<file path="src/uv_oc_limit_pkg.sv">
package uv_oc_limit_pkg;

   // command codes
   localparam logic [7:0] CMD_UV_RESPONSE  = 8'h45;
   localparam logic [7:0] CMD_OC_LIMIT     = 8'h46;
   localparam logic [7:0] CMD_LV_THRESHOLD = 8'h48;
   localparam logic [7:0] CMD_LV_RESPONSE  = 8'h49;

   // undervoltage response byte layout
   localparam int UV_BIT_UNUSED = 7;
   localparam int UV_BIT_IGNORE = 6;
   localparam int UV_RETRY_HI   = 5;
   localparam int UV_RETRY_LO   = 3;
   localparam int UV_BIT_DLY2   = 2;
   localparam int UV_DLY_HI     = 1;
   localparam int UV_DLY_LO     = 0;

   // reset values and retry encodings
   localparam logic       RST_IGNORE_N  = 1'b1;
   localparam logic [2:0] RETRY_LATCH   = 3'h0;
   localparam logic [2:0] RETRY_HICCUP  = 3'h7;
   localparam logic [1:0] RST_DELAY_SEL = 2'h0;
   localparam logic [7:0] RST_OC_MANT   = 8'h00;
   localparam logic [3:0] RST_OC_STEP   = 4'h0;

   // overcurrent limit word layout
   localparam int         OC_EXP_LO   = 11;
   localparam int         OC_MANT_HI  = 7;
   localparam int         OC_BIT6     = 6;
   localparam logic [4:0] OC_EXP_HALF = 5'h1F;
   localparam logic [4:0] OC_EXP_ONE  = 5'h00;

   // stack sizes
   localparam logic [2:0] STACK_ONE   = 3'h1;
   localparam logic [2:0] STACK_TWO   = 3'h2;
   localparam logic [2:0] STACK_THREE = 3'h3;
   localparam logic [2:0] STACK_FOUR  = 3'h4;

   // timing
   localparam int CLK_PERIOD_NS = 25;
   localparam int DELAY0_NS     = 2000;
   localparam int DELAY1_NS     = 16000;
   localparam int DELAY2_NS     = 64000;
   localparam int DELAY3_NS     = 256000;
   localparam int HICCUP_MS     = 52;
   localparam int DELAY0_CYC = (DELAY0_NS + CLK_PERIOD_NS - 1) / CLK_PERIOD_NS;
   localparam int DELAY1_CYC = (DELAY1_NS + CLK_PERIOD_NS - 1) / CLK_PERIOD_NS;
   localparam int DELAY2_CYC = (DELAY2_NS + CLK_PERIOD_NS - 1) / CLK_PERIOD_NS;
   localparam int DELAY3_CYC = (DELAY3_NS + CLK_PERIOD_NS - 1) / CLK_PERIOD_NS;
   localparam int HICCUP_CYC = (HICCUP_MS * 1000000) / CLK_PERIOD_NS;
   localparam int CNT_W      = 22;

   // bin lower bounds for steps 1..13, single phase and 3-phase stack
   localparam int NUM_BOUNDS = 13;
   localparam logic [7:0] BIN_1PH [0:12] = '{8'h0E, 8'h11, 8'h16, 8'h19,
      8'h1C, 8'h21, 8'h25, 8'h27, 8'h2A, 8'h2F, 8'h32, 8'h35, 8'h3A};
   localparam logic [7:0] BIN_3PH [0:12] = '{8'h2A, 8'h33, 8'h40, 8'h4B,
      8'h55, 8'h62, 8'h6D, 8'h75, 8'h7E, 8'h8B, 8'h94, 8'h9E, 8'hAD};
   // valley thresholds per step in quarter amperes (12.5 A .. 60 A)
   localparam logic [7:0] STEP_QAMP [0:13] = '{8'h32, 8'h3C, 8'h4B, 8'h5F,
      8'h69, 8'h78, 8'h8C, 8'h96, 8'hA0, 8'hAF, 8'hC3, 8'hC8, 8'hDC, 8'hF0};
   localparam logic [7:0] RESTORE_STEP0 = 8'h0C;

   typedef enum logic [1:0] {
      ST_RUN     = 2'b00,
      ST_DELAY   = 2'b01,
      ST_LATCHED = 2'b10,
      ST_HICCUP  = 2'b11
   } uv_state_type;

   typedef struct packed {
      logic        valid;
      logic        write;
      logic        bcast_phase;
      logic [7:0]  code;
      logic [15:0] wdata;
   } cmd_req_type;

   typedef struct packed {
      logic        valid;
      logic        nack;
      logic [15:0] rdata;
   } cmd_rsp_type;

   function automatic logic [3:0] bin_step(input logic [7:0] v,
                                           input logic       three_ph);
      logic [3:0] s;
      s = 4'h0;
      for (int k = 0; k < NUM_BOUNDS; k++) begin
         if (v >= (three_ph ? BIN_3PH[k] : BIN_1PH[k])) begin
            s = 4'(k + 1);
         end
      end
      return s;
   endfunction : bin_step

   function automatic logic [7:0] restore_code(input logic [3:0] step);
      logic [7:0] c;
      c = RESTORE_STEP0;
      for (int k = 0; k < NUM_BOUNDS; k++) begin
         if (step == 4'(k + 1)) begin
            c = BIN_1PH[k];
         end
      end
      return c;
   endfunction : restore_code

endpackage : uv_oc_limit_pkg

</file>
<file path="src/uv_oc_fault_limit_regs.sv">
`timescale 1ns/1ps
`default_nettype none

module uv_oc_fault_limit_regs
   import uv_oc_limit_pkg::*;
#(
   parameter int unsigned P_DELAY3_CYCLES = DELAY3_CYC,
   parameter int unsigned P_HICCUP_CYCLES = HICCUP_CYC
) (
   input  wire logic        i_clk,
   input  wire logic        i_reset_n,
   input  wire cmd_req_type i_req,
   output var  cmd_rsp_type o_rsp,
   input  wire logic [2:0]  i_stack_number,
   input  wire logic        i_primary,
   input  wire logic        i_exp_half_amp,
   input  wire logic [15:0] i_uv_fault_limit,
   input  wire logic        i_clear_faults,
   input  wire logic        i_nvm_load,
   input  wire logic        i_nvm_retry_bit,
   input  wire logic [3:0]  i_nvm_oc_step,
   input  wire logic        i_uv_cond,
   input  wire logic        i_in_current_limit,
   input  wire logic        i_enable,
   input  wire logic [7:0]  i_valley_qamp,
   output logic             o_output_enable,
   output logic             o_oc_fault,
   output logic [3:0]       o_oc_step,
   output logic             o_invalid_data_flag,
   output logic             o_comm_fault_flag,
   output logic             o_oc_undervolt_flag,
   output logic             o_status_oc_flag,
   output logic             o_smbalert_n,
   output logic             o_nvm_retry_bit,
   output logic [3:0]       o_nvm_oc_step
);

   // pin synchronisers
   logic [2:0] pin_meta_ff;
   logic [2:0] pin_sync_ff;
   wire  [2:0] pin_raw = {i_enable, i_in_current_limit, i_uv_cond};

   always_ff @(posedge i_clk or negedge i_reset_n) begin
      if (!i_reset_n) begin
         pin_meta_ff <= 3'h0;
         pin_sync_ff <= 3'h0;
      end else begin
         pin_meta_ff <= pin_raw;
         pin_sync_ff <= pin_meta_ff;
      end
   end

   wire uv_now = pin_sync_ff[0];
   wire cl_now = pin_sync_ff[1];
   wire en_now = pin_sync_ff[2];

   // register state
   logic         ignore_n_ff;
   logic [2:0]   retry_ff;
   logic [1:0]   delay_ff;
   logic [7:0]   mant_ff;
   logic [3:0]   step_ff;
   logic         ign_prev_ff;
   logic         uv_rec_ff;
   logic         uvcl_prev_ff;
   uv_state_type state_ff;
   logic [CNT_W-1:0] cnt_ff;
   logic         ivd_ff;
   logic         cml_ff;
   logic         oc_undervolt_flag_ff;
   logic         stoc_ff;
   logic         oc_fault_ff;
   logic         out_en_ff;
   logic         alert_n_ff;
   cmd_rsp_type  rsp_ff;

   // request decode
   wire wr     = i_req.valid & i_req.write;
   wire rd     = i_req.valid & ~i_req.write;
   wire hit_uv = i_req.code == CMD_UV_RESPONSE;
   wire hit_oc = i_req.code == CMD_OC_LIMIT;
   wire hit_lt = i_req.code == CMD_LV_THRESHOLD;
   wire hit_lr = i_req.code == CMD_LV_RESPONSE;

   // undervoltage response write checks
   wire [2:0] w_retry = i_req.wdata[UV_RETRY_HI:UV_RETRY_LO];
   wire       uv_bad_top = i_req.wdata[UV_BIT_UNUSED];
   wire       uv_bad_rs  = (w_retry != RETRY_LATCH)
                         & (w_retry != RETRY_HICCUP);
   wire       uv_bad     = uv_bad_top | uv_bad_rs;
   wire       uv_wr_ok   = wr & hit_uv & ~uv_bad;
   wire       uv_wr_bad  = wr & hit_uv & uv_bad;

   // bit 2 of the delay field is dropped, never stored
   wire [7:0] uv_byte = {1'b0, ignore_n_ff, retry_ff,
                         1'b0, delay_ff};

   // overcurrent limit word
   wire [4:0]  oc_exp = i_exp_half_amp ? OC_EXP_HALF
                                       : OC_EXP_ONE;
   wire [15:0] oc_word = {oc_exp, 3'h0, mant_ff};
   wire        b7_ok = i_stack_number > STACK_TWO;
   wire        b6_ok = i_stack_number > STACK_ONE;
   wire        oc_hi_chg = i_req.wdata[15:8] != oc_word[15:8];
   wire        oc_b7_chg = (i_req.wdata[OC_MANT_HI] != mant_ff[OC_MANT_HI])
                         & ~b7_ok;
   wire        oc_b6_chg = (i_req.wdata[OC_BIT6] != mant_ff[OC_BIT6])
                         & ~b6_ok;
   wire        oc_bad    = oc_hi_chg | oc_b7_chg | oc_b6_chg;
   wire        oc_wr_ok  = wr & hit_oc & ~oc_bad;
   wire        oc_wr_bad = wr & hit_oc & oc_bad;

   // per-phase share of a broadcast stack level
   wire [7:0] w_val  = i_req.wdata[7:0];
   wire [8:0] half_s = (9'(w_val) + 9'h001) >> 1;
   wire [9:0] quar_s = (10'(w_val) + 10'h002) >> 2;
   wire       bc     = i_req.bcast_phase;
   wire [3:0] step_2ph = bin_step(half_s[7:0], 1'b0);
   wire [3:0] step_4ph = bin_step(quar_s[7:0], 1'b0);
   wire [3:0] step_3ph = bin_step(w_val, 1'b1);
   wire [3:0] step_1ph = bin_step(w_val, 1'b0);
   wire [3:0] wr_step =
      (bc && i_stack_number == STACK_TWO)   ? step_2ph :
      (bc && i_stack_number == STACK_FOUR)  ? step_4ph :
      (bc && i_stack_number == STACK_THREE) ? step_3ph : step_1ph;

   // broadcast read product, only the primary answers
   wire [10:0] bc_prod = 11'(mant_ff) * 11'(i_stack_number);
   wire [15:0] bc_word = {oc_exp, bc_prod};

   wire [15:0] rd_data =
      hit_uv ? {8'h00, uv_byte} :
      hit_oc ? (bc ? bc_word : oc_word) :
      hit_lt ? i_uv_fault_limit :
      hit_lr ? {8'h00, uv_byte} : 16'h0000;
   wire rd_known = hit_uv | hit_oc | hit_lt | hit_lr;
   wire rd_nack  = ~rd_known | (hit_oc & bc & ~i_primary);
   wire wr_nack  = uv_wr_bad | oc_wr_bad | ~(hit_uv | hit_oc);

   cmd_rsp_type nxt_rsp;
   assign nxt_rsp.valid = i_req.valid;
   assign nxt_rsp.nack  = i_req.write ? wr_nack : rd_nack;
   assign nxt_rsp.rdata = rd ? rd_data : 16'h0000;

   always_ff @(posedge i_clk or negedge i_reset_n) begin
      if (!i_reset_n) begin
         rsp_ff <= '0;
      end else begin
         rsp_ff <= nxt_rsp;
      end
   end

   // configuration registers; an NVM restore overrides a same-cycle write
   wire [2:0] nvm_retry = {3{i_nvm_retry_bit}};
   always_ff @(posedge i_clk or negedge i_reset_n) begin
      if (!i_reset_n) begin
         ignore_n_ff <= RST_IGNORE_N;
         retry_ff    <= RETRY_LATCH;
         delay_ff    <= RST_DELAY_SEL;
      end else if (i_nvm_load) begin
         retry_ff    <= nvm_retry;
      end else if (uv_wr_ok) begin
         ignore_n_ff <= i_req.wdata[UV_BIT_IGNORE];
         retry_ff    <= w_retry;
         delay_ff    <= i_req.wdata[UV_DLY_HI:UV_DLY_LO];
      end
   end

   always_ff @(posedge i_clk or negedge i_reset_n) begin
      if (!i_reset_n) begin
         mant_ff <= RST_OC_MANT;
         step_ff <= RST_OC_STEP;
      end else if (i_nvm_load) begin
         mant_ff <= restore_code(i_nvm_oc_step);
         step_ff <= i_nvm_oc_step;
      end else if (oc_wr_ok) begin
         mant_ff <= w_val;
         step_ff <= wr_step;
      end
   end

   // undervoltage response sequencer
   wire ign_rise  = ignore_n_ff & ~ign_prev_ff;
   wire stale_act = ign_rise & uv_rec_ff;
   wire [CNT_W-1:0] dly_last =
      (delay_ff == 2'h0) ? CNT_W'(DELAY0_CYC - 1) :
      (delay_ff == 2'h1) ? CNT_W'(DELAY1_CYC - 1) :
      (delay_ff == 2'h2) ? CNT_W'(DELAY2_CYC - 1) :
                           CNT_W'(P_DELAY3_CYCLES - 1);
   wire [CNT_W-1:0] hic_last = CNT_W'(P_HICCUP_CYCLES - 1);
   wire dly_done = cnt_ff == dly_last;
   wire hic_done = cnt_ff == hic_last;
   wire hiccup_sel = retry_ff == RETRY_HICCUP;
   uv_state_type retry_state;
   assign retry_state = hiccup_sel ? ST_HICCUP : ST_LATCHED;

   uv_state_type     nxt_state;
   logic [CNT_W-1:0] nxt_cnt;

   always_comb begin
      nxt_state = state_ff;
      nxt_cnt   = '0;
      unique case (state_ff)
         ST_RUN: begin
            if (stale_act) begin
               nxt_state = retry_state;
            end else if (uv_now && ignore_n_ff && en_now) begin
               nxt_state = ST_DELAY;
            end
         end
         ST_DELAY: begin
            if (!uv_now || !ignore_n_ff) begin
               nxt_state = ST_RUN;
            end else if (dly_done) begin
               nxt_state = retry_state;
            end else begin
               nxt_cnt = cnt_ff + 1'b1;
            end
         end
         ST_LATCHED: begin
            // only an enable toggle releases the latch
            if (!en_now) begin
               nxt_state = ST_RUN;
            end
         end
         ST_HICCUP: begin
            if (!en_now || hic_done) begin
               nxt_state = ST_RUN;
            end else begin
               nxt_cnt = cnt_ff + 1'b1;
            end
         end
      endcase
   end

   // ignored faults are remembered until cleared or consumed
   wire uv_ignored = uv_now & ~ignore_n_ff;
   wire nxt_rec = uv_ignored | (uv_rec_ff & ~i_clear_faults & ~stale_act);

   always_ff @(posedge i_clk or negedge i_reset_n) begin
      if (!i_reset_n) begin
         state_ff    <= ST_RUN;
         cnt_ff      <= '0;
         ign_prev_ff <= RST_IGNORE_N;
         uv_rec_ff   <= 1'b0;
      end else begin
         state_ff    <= nxt_state;
         cnt_ff      <= nxt_cnt;
         ign_prev_ff <= ignore_n_ff;
         uv_rec_ff   <= nxt_rec;
      end
   end

   // delay phase keeps the output on; a remembered ignored fault turns it off once ignoring ends
   wire nxt_out_en = en_now & ((nxt_state == ST_RUN)
                             | (nxt_state == ST_DELAY));

   // sticky flags; a set in the clearing cycle wins
   wire uvcl      = uv_now & cl_now;
   wire oc_undervolt_flag_evt  = uvcl & ~uvcl_prev_ff;
   wire ivd_evt   = uv_wr_bad | oc_wr_bad;
   wire nxt_ivd   = ivd_evt | (ivd_ff & ~i_clear_faults);
   wire nxt_cml   = oc_wr_bad | (cml_ff & ~i_clear_faults);
   wire nxt_oc_undervolt_flag  = oc_undervolt_flag_evt | (oc_undervolt_flag_ff & ~i_clear_faults);
   wire nxt_stoc  = oc_undervolt_flag_evt | (stoc_ff & ~i_clear_faults);
   wire nxt_alert_n = ~(nxt_ivd | nxt_cml | nxt_oc_undervolt_flag | nxt_stoc);
   wire nxt_oc_fault = i_valley_qamp >= STEP_QAMP[step_ff];

   always_ff @(posedge i_clk or negedge i_reset_n) begin
      if (!i_reset_n) begin
         ivd_ff       <= 1'b0;
         cml_ff       <= 1'b0;
         oc_undervolt_flag_ff      <= 1'b0;
         stoc_ff      <= 1'b0;
         alert_n_ff   <= 1'b1;
         uvcl_prev_ff <= 1'b0;
         oc_fault_ff  <= 1'b0;
         out_en_ff    <= 1'b0;
      end else begin
         ivd_ff       <= nxt_ivd;
         cml_ff       <= nxt_cml;
         oc_undervolt_flag_ff      <= nxt_oc_undervolt_flag;
         stoc_ff      <= nxt_stoc;
         alert_n_ff   <= nxt_alert_n;
         uvcl_prev_ff <= uvcl;
         oc_fault_ff  <= nxt_oc_fault;
         out_en_ff    <= nxt_out_en;
      end
   end

   assign o_rsp               = rsp_ff;
   assign o_output_enable     = out_en_ff;
   assign o_oc_fault          = oc_fault_ff;
   assign o_oc_step           = step_ff;
   assign o_invalid_data_flag = ivd_ff;
   assign o_comm_fault_flag   = cml_ff;
   assign o_oc_undervolt_flag = oc_undervolt_flag_ff;
   assign o_status_oc_flag    = stoc_ff;
   assign o_smbalert_n        = alert_n_ff;
   assign o_nvm_retry_bit     = retry_ff[UV_RETRY_HI - UV_RETRY_LO];
   assign o_nvm_oc_step       = step_ff;

endmodule : uv_oc_fault_limit_regs

`default_nettype wire

</file>
<file path="config.mk">
export PLATFORM = sky130hd
export DESIGN_NAME = uv_oc_fault_limit_regs
export DESIGN_NICKNAME = d
export VERILOG_FILES = /design/src/uv_oc_limit_pkg.sv /design/src/uv_oc_fault_limit_regs.sv
export SDC_FILE = /design/constraint.sdc
export NUM_CORES = 1
export LEC_CHECK = 0
export BUFFER_PORTS_ARGS = -buffer_cell sky130_fd_sc_hd__clkbuf_2
export CORE_MARGIN = 1.5
export CORE_UTILIZATION = 40
export CTS_BUF_LIST = sky130_fd_sc_hd__clkbuf_16
export DETAILED_ROUTE_END_ITERATION = 10
export PLACE_DENSITY_LB_ADDON = 0.1
export SLEW_MARGIN = 20
export SYNTH_ARGS = -nofsm -noshare
export SYNTH_HDL_FRONTEND = slang
export SYNTH_SLANG_ARGS = --single-unit
</file>
<file path="constraint.sdc">
create_clock -name i_clk -period 7.7 [get_ports i_clk]
set_input_delay 0.77 -clock i_clk [delete_from_list [all_inputs] [get_ports i_clk]]
set_output_delay 0.77 -clock i_clk [all_outputs]
set_load 0.02 [all_outputs]
</file>
==> results of run 1 <==
## final timing paths
path                       slack, ns                to  depth (start not counted)
min reg2reg                     0.35    pin_sync_ff[0]                          0
min                             0.35    pin_sync_ff[0]                          0
max reg2reg                     4.75       state_ff[0]                          7
max                             4.30  o_nvm_oc_step[0]                         10
max in group asynchronous       6.50         cnt_ff[5]                          1
min in group asynchronous       0.58         o_rsp[11]                          1
## layout make-up
type | count | area, sq um
fillers | 1656 | 8560
flip-flops and latches | 76 | 1910
inverters | 37 | 139
clock inverters | 7 | 93.8
well taps | 216 | 270
multi-input cells | 651 | 4180
clock buffers | 9 | 225
repair buffers | 101 | 508
## cell usage in the layout, fill, tap and decap left out, types with 10 or more instances in the layout
cell type                  instances
sky130_fd_sc_hd__nand3_1          23
sky130_fd_sc_hd__o21ai_0          53
sky130_fd_sc_hd__nand2_1          92
sky130_fd_sc_hd__nor2b_1          12
sky130_fd_sc_hd__a21oi_1          56
sky130_fd_sc_hd__nor3_1           18
sky130_fd_sc_hd__nand4_1          12
sky130_fd_sc_hd__a31oi_1          13
sky130_fd_sc_hd__a211oi_1         10
sky130_fd_sc_hd__ha_1             33
sky130_fd_sc_hd__dfrtp_1          73
sky130_fd_sc_hd__inv_1            37
sky130_fd_sc_hd__xnor2_1          32
sky130_fd_sc_hd__clkbuf_2        100
sky130_fd_sc_hd__nand2b_1         13
sky130_fd_sc_hd__nor2_1          103
## power groups by stage
stage | clock network [mW] | logic (mW) | registers (mW)
final | 0.446 | 0.263 | 0.430
after global routing | 0.476 | 0.296 | 0.432
after CTS | 0.459 | 0.263 | 0.430
after detailed placement | 0 | 0.261 | 0.437
after global placement | 0 | 0.257 | 0.437
after floorplan | 0 | 0.185 | 0.438
## through the flow
step           cell area, sq um  worst slack (ns)
2_1_floorplan              6490              4.35
3_3_place_gp               7010              4.11
3_5_place_dp               7010              4.02
4_1_cts                    7330              4.36
5_1_grt                    7330              4.02
6_report                   7330              4.30
## state kept, by name (all words and copies together), names as in the netlist, 2 cells and up
| signal | flops |
|---|---|
| cnt_ff | 22 |
| o_rsp | 18 |
| mant_ff | 8 |
| o_nvm_oc_step | 4 |
| pin_meta_ff | 3 |
| pin_sync_ff | 3 |
| retry_ff | 3 |
| delay_ff | 2 |
| state_ff | 2 |
## cell families after synthesis
kind of cell	Yosys count	synth area share (%)
compound gates	222	22.7
xor+xnor	42	5.90
fa+ha+maj	42	8.83
buf+inv	92	6.19
flops	76	29.4
mux	16	2.60
simple gates	329	24.4
## layer usage
metal	vias up	routed length (microns)	share of wire (%)	track usage [%]
li1	3018	-	-	-
met1	2890	8130	47	28.4
met2	228	7980	46	33.1
met3	19	1010	5.8	3.87
met4	0	253	1.5	6.33
met5	-	0	0	0
## synth_stat cells (6+ instances only)
cell type / instances / area (sq um)
sky130_fd_sc_hd__and2_1: 8 / 50.1
sky130_fd_sc_hd__dfrtp_1: 73 / 1830
sky130_fd_sc_hd__mux2_2: 7 / 78.8
sky130_fd_sc_hd__a211oi_1: 10 / 75.1
sky130_fd_sc_hd__buf_2: 14 / 70.1
sky130_fd_sc_hd__a22oi_1: 8 / 60.1
sky130_fd_sc_hd__nand2_1: 92 / 345
sky130_fd_sc_hd__ha_1: 33 / 413
sky130_fd_sc_hd__xnor2_1: 32 / 280
sky130_fd_sc_hd__inv_1: 36 / 135
sky130_fd_sc_hd__mux2i_1: 9 / 90.1
sky130_fd_sc_hd__o21ai_0: 53 / 265
sky130_fd_sc_hd__a31oi_1: 13 / 81.3
sky130_fd_sc_hd__nor4_1: 7 / 43.8
sky130_fd_sc_hd__nand3_1: 23 / 115
sky130_fd_sc_hd__clkbuf_1: 30 / 113
sky130_fd_sc_hd__nand4_1: 12 / 75.1
sky130_fd_sc_hd__nand2b_1: 13 / 81.3
sky130_fd_sc_hd__a21oi_1: 56 / 280
sky130_fd_sc_hd__or3_1: 6 / 37.5
sky130_fd_sc_hd__xor2_1: 8 / 70.1
sky130_fd_sc_hd__nor3_1: 18 / 90.1
sky130_fd_sc_hd__nor2b_1: 12 / 75.1
sky130_fd_sc_hd__a21o_1: 8 / 60.1
sky130_fd_sc_hd__nor2_1: 103 / 387
sky130_fd_sc_hd__buf_4: 8 / 60.1
sky130_fd_sc_hd__o211ai_1: 9 / 67.6
sky130_fd_sc_hd__fa_1: 7 / 140
## worst max-delay path, cell delays in order
cell and delay (ns):
sky130_fd_sc_hd__clkbuf_2 0.48, sky130_fd_sc_hd__ha_1 0.61, sky130_fd_sc_hd__nand4_1 0.27, sky130_fd_sc_hd__xnor2_1 0.47, sky130_fd_sc_hd__a32o_1 0.25, sky130_fd_sc_hd__a32o_1 0.24, sky130_fd_sc_hd__a21oi_1 0.07, sky130_fd_sc_hd__o311ai_1 0.30
sky130_fd_sc_hd__nand2_1 0.09, sky130_fd_sc_hd__o41ai_1 0.06
==> Flow_metrics.wiki, run 1 <==
{| class="wikitable"
! Metric !! Value
|-
| Mapped Avg Cell Area || 7.93 sq um
|-
| Unique masters post-synth || 83
|-
| Part of the power in combinational logic || 23.1%
|-
| Launch point of the worst hold path || pin_meta_ff[0]
|-
| Post-route DRC violation count || 0
|-
| Flip-flop and latch count after synthesis || 76
|-
| Setup Viol. Count Final || 0
|-
| Worst EP arrival || 3.62 ns
|-
| Kind of end point of the critical path || flip-flop
|-
| Fraction of registers with async set/reset || 100%
|-
| Port buffer count || 101
|-
| Setup total negative slack || 0 ns
|-
| Number of top-level design ports || 102
|-
| Clock latency at the later pin of the worst-skew pair || 0.34 ns
|-
| Average wire length per cell after detail routing || 15.8 microns
|-
| Register clock-pin slew on the reported worst setup and hold paths || 0.06 ns
|-
| Power density normalized to cell area || 155 nW/um^2
|-
| Gpl congestion || 0.943
|-
| Number of global-route vias before repair || 5683
|-
| First-pass detailed-route iteration total || 6
|-
| Number of placement rows || 46
|-
| TritonCTS clock tree || done
|-
| Yosys synthesis warning count || 0
|-
| Source of the worst register-to-register timing path || cnt_ff[17]
|-
| Number of enable flip-flop cells after synthesis || 0
|-
| Layout cell share with drive strength beyond 1 || 16.9%
|-
| Worst Hold Margin || 0.347 ns
|-
| Post-synth top flop || sky130_fd_sc_hd__dfrtp_1
|-
| Portion of the clock cycle consumed by the worst path in the final layout || 44.1%
|-
| Final period demand of the worst path || 3.40 ns
|-
| Category of the worst setup path launch point || input port
|-
| Sequential Power Share || 37.8%
|-
| Final count of hold timing violations || 0
|-
| Maximum fanout count along the critical path || 27
|-
| Final Skew || 0.0119 ns
|-
| Final antenna diode count || 0
|-
| Pin count of the biggest net entering global routing || 77
|-
| Max-slew violation count || 0
|-
| CTS buffer count || 9
|-
| DP HPWL || 12.8 mm
|-
| Net switching power || 0.341 mW
|-
| Clk pwr share || 39.1%
|-
| Maximum resistive drop on vdd || 113 uV
|-
| Cell internal pwr || 0.798 mW
|-
| Number of instances in the synthesized netlist || 819
|-
| Max Cap Violations || 0
|-
| Max_slew headroom || 30.0%
|-
| Cells resized by post-CTS repair || 0
|-
| Net count of the finished layout || 984
|-
| Via count of the routed design || 6155
|-
| Number of DRC violations after detailed-routing iteration 0 || 547
|-
| Switching part of the total power || 29.9%
|-
| Data required time of the critical path || 7.92 ns
|-
| First-pass GRT wire length || 28.1 mm
|-
| Unrepaired setup endpoints after global routing || false
|-
| Final routed wirelength across all metal layers || 17.4 mm
|-
| Remaining Overflow, GRT || 0
|-
| Class of the worst hold path || flip-flop to flip-flop
|-
| Buffer levels on the longest clock path || 2
|-
| Highest attainable clock frequency || 294 MHz
|-
| Leak Pwr || 3.17 nW
|-
| Worst Tran Pin Value || 1.05 ns
|-
| Clk root buf || sky130_fd_sc_hd__clkbuf_16
|-
| DIE WIDTH || 130 microns
|-
| Final Instance Count excl. Fillers || 1097
|-
| Buffers inserted during post-CTS setup optimization || 0
|-
| Net Count, Synth || 927
|-
| Crit. Startpoint || i_req[2]
|-
| Number of buffers inserted by hold repair at cts || 0
|-
| Final standard cell utilization of the core || 46.1%
|-
| Worst setup path class || input port to flip-flop
|-
| Total number of clock tree sinks || 76
|-
| Number of antenna violations at the first check in global routing || 0
|-
| Area of the core || 15900 sq um
|-
| Final total power || 1.14 mW
|-
| Sequential share of the synthesized area || 29.4%
|-
| Residual antenna-violating net count after detailed routing || 0
|-
| Floorplan die height || 130 microns
|-
| Ratio of routed vias to standard cells || 5.61
|-
| Count of placed standard cells including taps || 1081
|-
| Overall routing resource usage || 20.7%
|-
| Layout overhead on the synthesized area || 12.9%
|-
| Die Area || 17000 sq um
|-
| Synthesized area || 6490 sq um
|-
| # H-tree levels || 3
|-
| Outcome || complete, no violations
|-
| Starting utilization of the core area || 40.9%
|}
No activity file was read; power rests on OpenSTA's default activity.
==> run 2, diff against run 1 <==
Clock period 7.7 ns to 3.16 ns, I/O delays scaled along.
==> run 2 against run 1 <==
Net effect:
- total power increased to 2.6 times the previous value
- sequential power up 140%
- sequential share of layout area down 0.90 points
- utilization up 1.6 points
- cell count up 2.6%
- global-route usage up 0.50 points
- first-iteration DRC count fell by 24%
- wire length increased by 3.5%
- highest routed layer unchanged
==> Flow_metrics.wiki, run 2 (synthesized netlist as in run 1, its figures left out) <==
{| class="wikitable"
! Metric !! Value
|-
| DP HPWL || 13.7 mm
|-
| Starting utilization of the core area || 40.9%
|-
| Area of the core || 15900 sq um
|-
| Worst EP arrival || 3.11 ns
|-
| Kind of end point of the critical path || flip-flop
|-
| Register clock-pin slew on the reported worst setup and hold paths || 0.06 ns
|-
| CTS buffer count || 9
|-
| Critical path's slowest cell || sky130_fd_sc_hd__fa_1
|-
| Setup Viol. Count Final || 0
|-
| Total number of clock tree sinks || 76
|-
| Max FFs per register || 22
|-
| Worst Tran Pin Value || 0.610 ns
|-
| Pin count of the biggest net entering global routing || 77
|-
| Port buffer count || 101
|-
| Layout overhead on the synthesized area || 16.9%
|-
| Final count of hold timing violations || 0
|-
| Number of global-route vias before repair || 5924
|-
| DIE WIDTH || 130 microns
|-
| Most common library cell in the layout ignoring fill and taps || sky130_fd_sc_hd__nor2_1
|-
| Number of buffer and inverter stages on the critical path || 1
|-
| Number of DRC violations after detailed-routing iteration 0 || 417
|-
| Post-route DRC violation count || 0
|-
| First-pass GRT wire length || 29.0 mm
|-
| Maximum resistive drop on vdd || 267 uV
|-
| Portion of the clock cycle consumed by the worst path in the final layout || 92.2%
|-
| Number of top-level design ports || 102
|-
| Most common cell type on the critical path || sky130_fd_sc_hd__a21oi_1
|-
| Filler cell count in the final layout || 1581
|-
| Buffer levels on the longest clock path || 2
|-
| Ratio of routed vias to standard cells || 5.65
|-
| Top delay family on crit path || adder cells
|-
| GR Layer Usage met3 || 2.32%
|-
| Number of antenna violations at the first check in global routing || 0
|-
| Setup ws final || 0.246 ns
|-
| Class of the worst hold path || input port to flip-flop
|-
| Remaining Overflow, GRT || 0
|-
| Data required time of the critical path || 3.36 ns
|-
| Final period demand of the worst path || 2.91 ns
|-
| Residual antenna-violating net count after detailed routing || 0
|-
| Max Cap Violations || 0
|-
| Layout cell share with drive strength beyond 1 || 19.5%
|-
| Average wire length per cell after detail routing || 16.0 microns
|-
| Number of placement rows || 46
|-
| Max stage delay on crit path || 0.53 ns
|-
| Register with the highest flop count || cnt_ff
|-
| Outcome || complete, no violations
|-
| Unrepaired setup endpoints after global routing || false
|-
| Gpl congestion || 0.937
|-
| # H-tree levels || 3
|-
| Maximum fanout count along the critical path || 4
|-
| Die Area || 17000 sq um
|-
| Clock latency at the later pin of the worst-skew pair || 0.34 ns
|-
| Floorplan die height || 130 microns
|-
| Leak Pwr || 3.33 nW
|-
| Setup total negative slack || 0 ns
|-
| Via count of the routed design || 6361
|-
| Net count of the finished layout || 1013
|-
| Max-slew violation count || 0
|-
| Worst setup path class || flip-flop to flip-flop
|-
| Final antenna diode count || 0
|-
| Clk root buf || sky130_fd_sc_hd__clkbuf_16
|-
| Cells along the critical path || nand2_1, fa_1, inv_1, ha_1, fa_1, a21o_1, a21oi_1, o21bai_1, a21oi_1, nor2b_1, o211ai_1, a21oi_1
|-
| Worst Hold Margin || 0.0814 ns
|-
| Post-Place Setup Slack || 0.176 ns
|-
| Most frequent cells in the layout || sky130_fd_sc_hd__nor2_1 (103), sky130_fd_sc_hd__clkbuf_2 (100), sky130_fd_sc_hd__nand2_1 (92)
|-
| Category of the worst setup path launch point || flip-flop
|-
| Highest attainable clock frequency || 343 MHz
|-
| Final Skew || 0.00928 ns
|-
| Busiest layer in global routing || met2
|-
| First-pass detailed-route iteration total || 5
|-
| TritonCTS clock tree || done
|-
| Global-route track usage on met2 || 34.6%
|-
| Overall routing resource usage || 21.2%
|-
| Max_slew headroom || 59.2%
|-
| Power density normalized to cell area || 384 nW/um^2
|-
| Final routed wirelength across all metal layers || 18.0 mm
|-
| Met1 Resource Use GR || 29.1%
|}
==> run 2: cell type report <==
type,count,area (sq um),share of cell area (%)
clock buffers,9,225,2.97
clock inverters,7,115,1.52
inverters,37,139,1.83
multi-input cells,651,4180,55.1
flip-flops and latches,76,1910,25.1
well taps,216,270,3.56
repair buffers,130,748,9.86
==> run 2: timing repair <==
action | CTS | global route
gates resized for setup | 0 | 0
hold buffers | 0 | 1
hold endpoints to repair | 0 | 18
setup buffers | 0 | 0
==> run 2: through the flow <==
stage,power [mW],area (sq um),std cells,utilization (%)
2_1_floorplan,1.52,6490,819,-
3_3_place_gp,1.72,7210,1108,45.4
3_5_place_dp,1.73,7210,1108,45.4
4_1_cts,2.93,7550,1124,47.5
5_1_grt,3.06,7590,1126,47.8
6_report,2.91,7590,1126,47.8
==> run 2: path summary, 6_finish.rpt <==
| kind | from | slack [ns] | endpoint | cells after the start |
|---|---|---|---|---|
| min in group asynchronous | i_reset_n | 0.40 | o_rsp[14] | 2 |
| worst max-delay path | mant_ff[0] | 0.25 | o_rsp[10] | 12 |
| worst min-delay path | i_uv_cond | 0.08 | pin_meta_ff[0] | 1 |
| worst max register to register | mant_ff[0] | 0.25 | o_rsp[10] | 12 |
| max in group asynchronous | i_reset_n | 2.15 | o_smbalert_n | 3 |
| worst min register to register | pin_meta_ff[1] | 0.35 | pin_sync_ff[1] | 0 |
==> run 2: report_power, final <==
| group | total, mW | internal (mW) | switching (mW) | leakage, nW |
|---|---|---|---|---|
| Clock | 1.19 | 0.770 | 0.422 | 0.167 |
| Sequential | 1.04 | 1.01 | 0.0384 | 0.988 |
| Combinational | 0.677 | 0.273 | 0.404 | 2.17 |
==> run 2: metal layers <==
metal | share of wire, % | up-vias | wire length [microns]
met4 | 2.1 | 0 | 377
met1 | 47 | 3055 | 8370
met2 | 47 | 206 | 8390
met3 | 4.7 | 25 | 837
li1 | - | 3075 | -
met5 | 0 | - | 0
==> run 2: worst reg2reg max path, cell delays in order (launching register included) <==
cell                       delay (ns)
sky130_fd_sc_hd__dfrtp_1         0.41
sky130_fd_sc_hd__nand2_1         0.10
sky130_fd_sc_hd__fa_1            0.53
sky130_fd_sc_hd__inv_1           0.04
sky130_fd_sc_hd__ha_1            0.21
sky130_fd_sc_hd__fa_1            0.42
sky130_fd_sc_hd__a21o_1          0.20
sky130_fd_sc_hd__a21oi_1         0.23
sky130_fd_sc_hd__o21bai_1        0.09
sky130_fd_sc_hd__a21oi_1         0.22
sky130_fd_sc_hd__nor2b_1         0.08
sky130_fd_sc_hd__o211ai_1        0.16
sky130_fd_sc_hd__a21oi_1         0.09
